==> src/inc/drb_regs.vh <==
// Purpose: register numbers, field positions, masks and reset values of the
//          drive reference register bank
// Assumes: register numbers are 16-bit word indexes on the internal access port
// Notes:   definitions only
`ifndef DRB_REGS_VH
`define DRB_REGS_VH

// register numbers
`define DRB_REG_RESERVED_BASE    16'h0000
`define DRB_REG_SEQUENCE_CMD     16'h0001
`define DRB_REG_FREQUENCY_REF    16'h0002
`define DRB_REG_PROCESS_SETPOINT 16'h0006
`define DRB_REG_ANALOG_OUT_ONE   16'h0007
`define DRB_REG_ANALOG_OUT_TWO   16'h0008
`define DRB_REG_CONTACT_OVERRIDE 16'h0009
`define DRB_REG_REF_SOURCE_SEL   16'h000f

// sequence command fields
`define DRB_SEQ_RUN_FWD          0
`define DRB_SEQ_RUN_REV          1
`define DRB_SEQ_EXT_FAULT        2
`define DRB_SEQ_FAULT_RESET      3
`define DRB_SEQ_NET_SEL          4
`define DRB_SEQ_REMOTE_CTRL      5
`define DRB_SEQ_MF_LSB           6
`define DRB_SEQ_MF_MSB           10
`define DRB_SEQ_MASK             16'h07ff

// contact output override fields
`define DRB_CON_DOUT_ONE         0
`define DRB_CON_DOUT_TWO         1
`define DRB_CON_RELAY_GRANT      6
`define DRB_CON_RELAY_LEVEL      7
`define DRB_CON_MASK             16'h00c3

// reference source select fields
`define DRB_SEL_SETPOINT_EN      1
`define DRB_SEL_TERM_FIVE_EN     12
`define DRB_SEL_TERM_SIX_EN      13
`define DRB_SEL_TERM_SEVEN_EN    14
`define DRB_SEL_MASK             16'h7002

// full-width registers
`define DRB_FULL_MASK            16'hffff

// analog output limits in counts (+-11 V), 660 counts is 10 V
`define DRB_ANALOG_MAX           16'sh02d6
`define DRB_ANALOG_MIN           -16'sh02d6
`define DRB_ANALOG_TEN_VOLT      16'h0294

// reset values
`define DRB_RESET_VALUE          16'h0000

`endif

==> src/core/drb_clamp.v <==
// Purpose: saturate a signed analog output setting to the accepted range
// Assumes: two's complement 16-bit counts
// Notes:   purely combinational
`include "drb_regs.vh"

module drb_clamp (
   input  wire signed [15:0] d_i,
   output reg  signed [15:0] q_o
);

   // saturate rather than wrap so a bad write cannot flip polarity
   always @* begin
      if (d_i > `DRB_ANALOG_MAX) begin
         q_o = `DRB_ANALOG_MAX;
      end else if (d_i < `DRB_ANALOG_MIN) begin
         q_o = `DRB_ANALOG_MIN;
      end else begin
         q_o = d_i;
      end
   end

endmodule // drb_clamp

==> src/core/drb_mask_reg.v <==
// Purpose: one 16-bit bank register with a writable-bit mask
// Assumes: synchronous active-low reset, write strobe on the bank clock
// Notes:   bits outside the mask never store and read back as zero
module drb_mask_reg #(
   parameter [15:0] MASK  = 16'hffff,
   parameter [15:0] RESET = 16'h0000
) (
   input  wire        clk_i,
   input  wire        rst_n_i,
   input  wire        we_i,
   input  wire [15:0] d_i,
   output reg  [15:0] q_o
);

   // masking here keeps a careless master from setting unused bits
   always @(posedge clk_i) begin
      if (!rst_n_i) begin
         q_o <= RESET & MASK;
      end else if (we_i) begin
         q_o <= d_i & MASK;
      end
   end

endmodule // drb_mask_reg

==> src/core/drb_top.v <==
// Purpose: writable reference register bank of a motor drive, behind the
//          serial link's function handler
// Assumes: the handler presents one decoded register access per strobe on
//          the bank clock; drive-side inputs come from logic on the same
//          clock, except the local terminal levels, which are pins
// Notes:   reads answer one cycle after the strobe; every output is a flop;
//          side outputs follow a write two edges later (register, then flop), fault reset one edge;
//          local terminal levels lag their pins by two more edges
`include "drb_regs.vh"

module drb_top (
   input  wire        clk_i,
   input  wire        rst_n_i,
   // register access from the function handler
   input  wire        wr_en_i,
   input  wire        rd_en_i,
   input  wire [15:0] addr_i,
   input  wire [15:0] wr_data_i,
   output reg  [15:0] rd_data_o,
   output reg         rd_valid_o,
   output reg         wr_ignored_o,
   // drive-side inputs
   input  wire [1:0]  display_unit_param_i,
   input  wire        drive_fault_relay_i,
   input  wire        local_terminal_five_i,
   input  wire        local_terminal_six_i,
   input  wire        local_terminal_seven_i,
   input  wire        bcast_terminal_five_i,
   input  wire        bcast_terminal_six_i,
   input  wire        bcast_terminal_seven_i,
   // sequence commands
   output reg         run_forward_o,
   output reg         run_reverse_o,
   output reg         bus_external_fault_o,
   output reg         fault_reset_o,
   output reg         network_select_bit_o,
   output reg         remote_control_bit_o,
   output reg  [4:0]  mf_input_cmd_o,
   // references
   output reg  [15:0] frequency_ref_o,
   output reg  [1:0]  frequency_units_o,
   output reg  [15:0] process_setpoint_o,
   output reg         process_setpoint_en_o,
   output reg  [15:0] analog_out_one_o,
   output reg  [15:0] analog_out_two_o,
   // contact outputs and terminals
   output reg         digital_out_one_terminal_o,
   output reg         digital_out_two_terminal_o,
   output reg         fault_relay_terminal_o,
   output reg         input_terminal_five_o,
   output reg         input_terminal_six_o,
   output reg         input_terminal_seven_o
);

   wire [15:0] seq_q;
   wire [15:0] freq_q;
   wire [15:0] setp_q;
   wire [15:0] aout1_q;
   wire [15:0] aout2_q;
   wire [15:0] con_q;
   wire [15:0] sel_q;
   wire [15:0] aout1_sat;
   wire [15:0] aout2_sat;

   // local terminals are pins: two flops before anything reads them, so a
   // level caught mid-change never reaches the terminal mux unsettled
   reg  [2:0]  local_meta_reg;
   reg  [2:0]  local_sync_reg;
   always @(posedge clk_i) begin
      if (!rst_n_i) begin
         local_meta_reg <= 3'h0;
         local_sync_reg <= 3'h0;
      end else begin
         local_meta_reg <= {local_terminal_seven_i, local_terminal_six_i,
                            local_terminal_five_i};
         local_sync_reg <= local_meta_reg;
      end
   end

   // address decode of writes; unmapped and reserved slots are dropped
   wire we_seq   = wr_en_i && (addr_i == `DRB_REG_SEQUENCE_CMD);
   wire we_freq  = wr_en_i && (addr_i == `DRB_REG_FREQUENCY_REF);
   wire we_setp  = wr_en_i && (addr_i == `DRB_REG_PROCESS_SETPOINT);
   wire we_aout1 = wr_en_i && (addr_i == `DRB_REG_ANALOG_OUT_ONE);
   wire we_aout2 = wr_en_i && (addr_i == `DRB_REG_ANALOG_OUT_TWO);
   wire we_con   = wr_en_i && (addr_i == `DRB_REG_CONTACT_OVERRIDE);
   wire we_sel   = wr_en_i && (addr_i == `DRB_REG_REF_SOURCE_SEL);
   wire we_any   = we_seq | we_freq | we_setp | we_aout1 | we_aout2 | we_con | we_sel;

   // storage; masks drop unused bits in case a master ignores the zero-fill
   drb_mask_reg #(.MASK(`DRB_SEQ_MASK), .RESET(`DRB_RESET_VALUE)) u_seq (
      .clk_i   (clk_i),
      .rst_n_i (rst_n_i),
      .we_i    (we_seq),
      .d_i     (wr_data_i),
      .q_o     (seq_q)
   );

   drb_mask_reg #(.MASK(`DRB_FULL_MASK), .RESET(`DRB_RESET_VALUE)) u_freq (
      .clk_i   (clk_i),
      .rst_n_i (rst_n_i),
      .we_i    (we_freq),
      .d_i     (wr_data_i),
      .q_o     (freq_q)
   );

   drb_mask_reg #(.MASK(`DRB_FULL_MASK), .RESET(`DRB_RESET_VALUE)) u_setp (
      .clk_i   (clk_i),
      .rst_n_i (rst_n_i),
      .we_i    (we_setp),
      .d_i     (wr_data_i),
      .q_o     (setp_q)
   );

   // analog settings saturate before storage so readback shows what is driven
   drb_clamp u_clamp1 (
      .d_i (wr_data_i),
      .q_o (aout1_sat)
   );

   drb_clamp u_clamp2 (
      .d_i (wr_data_i),
      .q_o (aout2_sat)
   );

   drb_mask_reg #(.MASK(`DRB_FULL_MASK), .RESET(`DRB_RESET_VALUE)) u_aout1 (
      .clk_i   (clk_i),
      .rst_n_i (rst_n_i),
      .we_i    (we_aout1),
      .d_i     (aout1_sat),
      .q_o     (aout1_q)
   );

   drb_mask_reg #(.MASK(`DRB_FULL_MASK), .RESET(`DRB_RESET_VALUE)) u_aout2 (
      .clk_i   (clk_i),
      .rst_n_i (rst_n_i),
      .we_i    (we_aout2),
      .d_i     (aout2_sat),
      .q_o     (aout2_q)
   );

   drb_mask_reg #(.MASK(`DRB_CON_MASK), .RESET(`DRB_RESET_VALUE)) u_con (
      .clk_i   (clk_i),
      .rst_n_i (rst_n_i),
      .we_i    (we_con),
      .d_i     (wr_data_i),
      .q_o     (con_q)
   );

   drb_mask_reg #(.MASK(`DRB_SEL_MASK), .RESET(`DRB_RESET_VALUE)) u_sel (
      .clk_i   (clk_i),
      .rst_n_i (rst_n_i),
      .we_i    (we_sel),
      .d_i     (wr_data_i),
      .q_o     (sel_q)
   );

   // read mux; reserved, not-used and unmapped registers read zero
   reg [15:0] rd_data_next;
   always @* begin
      case (addr_i)
         `DRB_REG_SEQUENCE_CMD:     rd_data_next = seq_q;
         `DRB_REG_FREQUENCY_REF:    rd_data_next = freq_q;
         `DRB_REG_PROCESS_SETPOINT: rd_data_next = setp_q;
         `DRB_REG_ANALOG_OUT_ONE:   rd_data_next = aout1_q;
         `DRB_REG_ANALOG_OUT_TWO:   rd_data_next = aout2_q;
         `DRB_REG_CONTACT_OVERRIDE: rd_data_next = con_q;
         `DRB_REG_REF_SOURCE_SEL:   rd_data_next = sel_q;
         default:                   rd_data_next = `DRB_RESET_VALUE;
      endcase
   end

   // read answer one cycle after the strobe; data holds until the next read
   always @(posedge clk_i) begin
      if (!rst_n_i) begin
         rd_data_o  <= `DRB_RESET_VALUE;
         rd_valid_o <= 1'b0;
      end else begin
         rd_valid_o <= rd_en_i;
         if (rd_en_i) begin
            rd_data_o <= rd_data_next;
         end
      end
   end

   // dropped-write flag; a pulse, so the handler can answer with an error
   always @(posedge clk_i) begin
      if (!rst_n_i) begin
         wr_ignored_o <= 1'b0;
      end else begin
         wr_ignored_o <= wr_en_i && !we_any;
      end
   end

   // sequence command levels follow the stored register
   always @(posedge clk_i) begin
      if (!rst_n_i) begin
         run_forward_o        <= 1'b0;
         run_reverse_o        <= 1'b0;
         bus_external_fault_o <= 1'b0;
         network_select_bit_o <= 1'b0;
         remote_control_bit_o <= 1'b0;
         mf_input_cmd_o       <= 5'h00;
      end else begin
         run_forward_o        <= seq_q[`DRB_SEQ_RUN_FWD];
         run_reverse_o        <= seq_q[`DRB_SEQ_RUN_REV];
         bus_external_fault_o <= seq_q[`DRB_SEQ_EXT_FAULT];
         network_select_bit_o <= seq_q[`DRB_SEQ_NET_SEL];
         remote_control_bit_o <= seq_q[`DRB_SEQ_REMOTE_CTRL];
         mf_input_cmd_o       <= seq_q[`DRB_SEQ_MF_MSB:`DRB_SEQ_MF_LSB];
      end
   end

   // fault reset is one pulse per write with bit 3 set, not a level, so a
   // stored bit cannot hold the drive in reset
   always @(posedge clk_i) begin
      if (!rst_n_i) begin
         fault_reset_o <= 1'b0;
      end else begin
         fault_reset_o <= we_seq && wr_data_i[`DRB_SEQ_FAULT_RESET];
      end
   end

   // frequency and setpoint; units follow the display parameter, not the bank
   always @(posedge clk_i) begin
      if (!rst_n_i) begin
         frequency_ref_o       <= `DRB_RESET_VALUE;
         frequency_units_o     <= 2'h0;
         process_setpoint_o    <= `DRB_RESET_VALUE;
         process_setpoint_en_o <= 1'b0;
      end else begin
         frequency_ref_o       <= freq_q;
         frequency_units_o     <= display_unit_param_i;
         process_setpoint_o    <= setp_q;
         process_setpoint_en_o <= sel_q[`DRB_SEL_SETPOINT_EN];
      end
   end

   // analog outputs; storage already holds the saturated counts
   always @(posedge clk_i) begin
      if (!rst_n_i) begin
         analog_out_one_o <= `DRB_RESET_VALUE;
         analog_out_two_o <= `DRB_RESET_VALUE;
      end else begin
         analog_out_one_o <= aout1_q;
         analog_out_two_o <= aout2_q;
      end
   end

   // digital contact outputs follow their override bits
   always @(posedge clk_i) begin
      if (!rst_n_i) begin
         digital_out_one_terminal_o <= 1'b0;
         digital_out_two_terminal_o <= 1'b0;
      end else begin
         digital_out_one_terminal_o <= con_q[`DRB_CON_DOUT_ONE];
         digital_out_two_terminal_o <= con_q[`DRB_CON_DOUT_TWO];
      end
   end

   // relay stays with the drive unless the bus takes it; a stale level bit
   // has no effect until the grant bit is set
   always @(posedge clk_i) begin
      if (!rst_n_i) begin
         fault_relay_terminal_o <= 1'b0;
      end else begin
         if (con_q[`DRB_CON_RELAY_GRANT]) begin
            fault_relay_terminal_o <= con_q[`DRB_CON_RELAY_LEVEL];
         end else begin
            fault_relay_terminal_o <= drive_fault_relay_i;
         end
      end
   end

   // terminal sources; broadcast data replaces the local level when enabled
   always @(posedge clk_i) begin
      if (!rst_n_i) begin
         input_terminal_five_o  <= 1'b0;
         input_terminal_six_o   <= 1'b0;
         input_terminal_seven_o <= 1'b0;
      end else begin
         input_terminal_five_o  <= sel_q[`DRB_SEL_TERM_FIVE_EN] ?
                                   bcast_terminal_five_i : local_sync_reg[0];
         input_terminal_six_o   <= sel_q[`DRB_SEL_TERM_SIX_EN] ?
                                   bcast_terminal_six_i : local_sync_reg[1];
         input_terminal_seven_o <= sel_q[`DRB_SEL_TERM_SEVEN_EN] ?
                                   bcast_terminal_seven_i : local_sync_reg[2];
      end
   end

endmodule // drb_top

==> config.mk <==
export PLATFORM = sky130hd
export DESIGN_NAME = drb_top
export DESIGN_NICKNAME = d
export VERILOG_FILES = /design/src/core/drb_clamp.v /design/src/core/drb_mask_reg.v /design/src/core/drb_top.v
export VERILOG_INCLUDE_DIRS = /design/src /design/src/inc
export SDC_FILE = /design/constraint.sdc
export NUM_CORES = 1
export LEC_CHECK = 0
export BUFFER_PORTS_ARGS = -buffer_cell sky130_fd_sc_hd__buf_2
export CORE_UTILIZATION = 23
export CTS_CLUSTER_DIAMETER = 60
export CTS_CLUSTER_SIZE = 14
export DETAILED_ROUTE_END_ITERATION = 7
export HOLD_SLACK_MARGIN = 0.1
export SLEW_MARGIN = 0
export SYNTH_ARGS = -nofsm -noshare
export SYNTH_HDL_FRONTEND = slang
export SYNTH_SLANG_ARGS = --single-unit
export TNS_END_PERCENT = 1
==> constraint.sdc <==
create_clock -name clk_i -period 6.04 [get_ports clk_i]
set_input_delay 0.604 -clock clk_i [delete_from_list [all_inputs] [get_ports clk_i]]
set_output_delay 0.604 -clock clk_i [all_outputs]
set_load 0.02 [all_outputs]
==> impl_metrics.py <==
metrics = {
    "status": {
        "status": "complete, no violations",
    },
    "clock_network": {
        "clkSlewWorstSetupHoldPaths_ns": 0.07,
        "clock_latency_ns": 0.44,
        "cts_resized": 0,
        "cts_tree": "done",
        "htree_num_levels": 4,
        "ctsLongestPathBuffers": 2,
        "cts_made_buffers": 17,
        "root_buffer": "clkbuf_16",
        "cts_sinks": 191,
        "post_cts_buffers": 0,
        "holdBufCountCts": 0,
    },
    "setup_path": {
        "startpoint_type": "input pin",
        "r2r_slack_ns": 4.50,
        "path_max_fanout": 29,
        "cp.required_ns": 6.40,
        "path_buf_inv": 1,
        "max_stage_delay_ns": 0.64,
        "critPathSlowestCell": "and2_1",
        "cp_cell_sequence": "buf_2 > and2_1 > nand4b_1 > nor2_1 > nand2_1 > o21ai_0",
        "endpoint_kind": "flop",
        "cp.arrival_ns": 3.33,
        "crit_family": "simple AND/OR/NAND/NOR gates",
        "critPathKind": "input pin to flop",
    },
    "logic_synthesis": {
        "synth_cell_types": 46,
        "synth_area_sq_um": 7007,
        "synth_top_area_share_pct": 54.57,
        "async_flop_share_pct": 0,
        "synth-seq-cells": 191,
        "synth_edf_count": 0,
        "syn_nets": 784,
        "avgSynthCellArea_sq_um": 9.494,
        "synth_flop_cell": "dfxtp_1",
        "synth_top_area_cell": "dfxtp_1",
        "ys_seq_area_share_pct": 54.57,
        "synth.top_cells.by_area": "dfxtp_1, and2_1, nand2_1, mux2i_1, o21ai_0",
        "synth_warnings": 0,
        "syn_inst": 738,
    },
    "global_routing": {
        "grt_max_degree": 108,
        "overflow": 0,
        "antenna_found_initial": 1,
        "grt_pass1_wl_mm": 33.05,
        "grt_use_total_pct": 14.19,
        "grt_pass1_vias": 5372,
    },
    "drt": {
        "dr_total_vias": 5668,
        "first_iter_violations": 430,
        "ant_nets": 0,
        "wl_mm": 21.79,
        "viasPerCell": 4.502,
        "drc": 0,
        "drt_pass1_iterations": 6,
        "drt-wirelength-per-cell_um": 17.30,
    },
    "cells_and_area": {
        "syn_to_final_growth_pct": 23.12,
        "layout_commonest_cell": "dfxtp_1",
        "fillers": 3173,
        "finalNetCount": 902,
        "drive_gt1_share_pct": 21.63,
        "ff_latch_area_sq_um": 3824,
        "final_cell_mix": "dfxtp_1, buf_2, nand2_1, and2_1, o21ai_0",
        "multiInputGateArea_sq_um": 2900,
        "n_antenna_cell": 0,
    },
    "timing": {
        "rsz0062_at_grt": "false",
        "final_hold_viol_count": 0,
        "finalCritPeriodShare_pct": 49.29,
        "fin_setup_tns_ns": 0,
        "drv_slew": 0,
        "fin_ws_ns": 3.063,
        "worst_pin_slew_ns": 1.269,
        "min_period_ns": 2.977,
        "setup_violations": 0,
        "fmax_mhz": 335.9,
        "clock_skew_ns": 0.01021,
        "slew_headroom_pct": 14.63,
        "fin_hold_ws_ns": 0.3701,
    },
    "floorplan": {
        "ios": 147,
        "rows": 63,
        "core_area_sq_um": 29800,
        "die_x_um": 176.5,
        "dieArea_sq_um": 31170,
        "initial_core_util_pct": 23.52,
        "die_h_um": 176.5,
    },
    "worst_hold_path": {
        "hold_path_class": "input pin to flop",
    },
    "run": {
        "max-cap-violations": 0,
    },
    "power": {
        "p_int_uw": 1892,
        "p_sw_share_pct": 24.46,
        "p_leak_uw": 0.003497,
        "sequentialPowerShare_pct": 50.4,
        "power_density_nw_per_um2": 290.3,
        "pwr-share-clk_pct": 45.7,
        "power_frac_comb_pct": 3.9,
        "peakVddDrop_v": 0.0001804,
        "p_switching_uw": 612.4,
    },
    "place": {
        "place_ws_ns": 2.666,
        "numPortBuffers": 146,
        "hpwlAfterDp_mm": 15.92,
        "finalWeightedCongestion": 0.8494,
    },
}
## worst paths after layout
kind,start,to,cells past startpoint
worst max-delay path,addr_i[2],u_aout1.q_o[8],6
worst min-delay path,local_terminal_seven_i,local_meta_reg[2],2
worst max register to register,u_setp.q_o[5],rd_data_o[5],5
worst min register to register,local_meta_reg[0],local_sync_reg[0],1
## per-stage QoR
| stage | instance area (sq um) | total power (uW) | std cells | utilization [%] |
|---|---|---|---|---|
| 2_1_floorplan | 7007 | 1346 | 738 | - |
| 3_3_place_gp | 8039 | 1388 | 1227 | 26.98 |
| 3_5_place_dp | 8039 | 1388 | 1227 | 26.98 |
| 4_1_cts | 8627 | 2532 | 1259 | 28.95 |
| 5_1_grt | 8627 | 2600 | 1259 | 28.95 |
| 6_report | 8627 | 2504 | 1259 | 28.95 |
## cells in the mapped netlist, drive strengths merged, types with 10 or more instances
cell     number
o2bb2ai      10
and2         88
mux2i        31
nor2         10
nor4         10
nand2       108
a21boi       35
a21oi        19
inv          21
nor2b        21
clkbuf       40
dfxtp       191
o21ai        61
o22ai        18
## cells by family after synthesis
group	synth area share [%]
AO/OA/AOI/OAI	14.98
flip-flops	54.57
buffers and inverters	4.161
multiplexers	4.911
XOR/XNOR	0.1250
AND/OR/NAND/NOR	21.07
adder cells (fa/ha/maj)	0.1785
## per-layer routing
metal  track usage, %  up-vias  wire length (um)
met5                0        -                13
li1                 -     2759                 -
met2            21.65      230              9681
met4            3.376        2               263
met1            19.57     2660             10190
met3            4.027       17              1641
## layout make-up
class	count	share of cell area, %
Sequential cell	191	44.32
Multi-Input combinational cell	477	33.62
Timing Repair Buffer	148	8.673
Tap cell	390	5.656
Clock buffer	19	5.134
Clock inverter	13	1.682
Inverter	21	0.9137
## power groups by stage
| stage | sequential [uW] | clock, uW | combinational (uW) |
|---|---|---|---|
| after floorplan | 1300 | 0 | 50.2 |
| after global placement | 1290 | 0 | 95.4 |
| after detailed placement | 1290 | 0 | 95.7 |
| after CTS | 1260 | 1170 | 96.1 |
| after global routing | 1260 | 1230 | 105 |
| final | 1260 | 1140 | 96.7 |
Power figures use the tool's default switching activity.
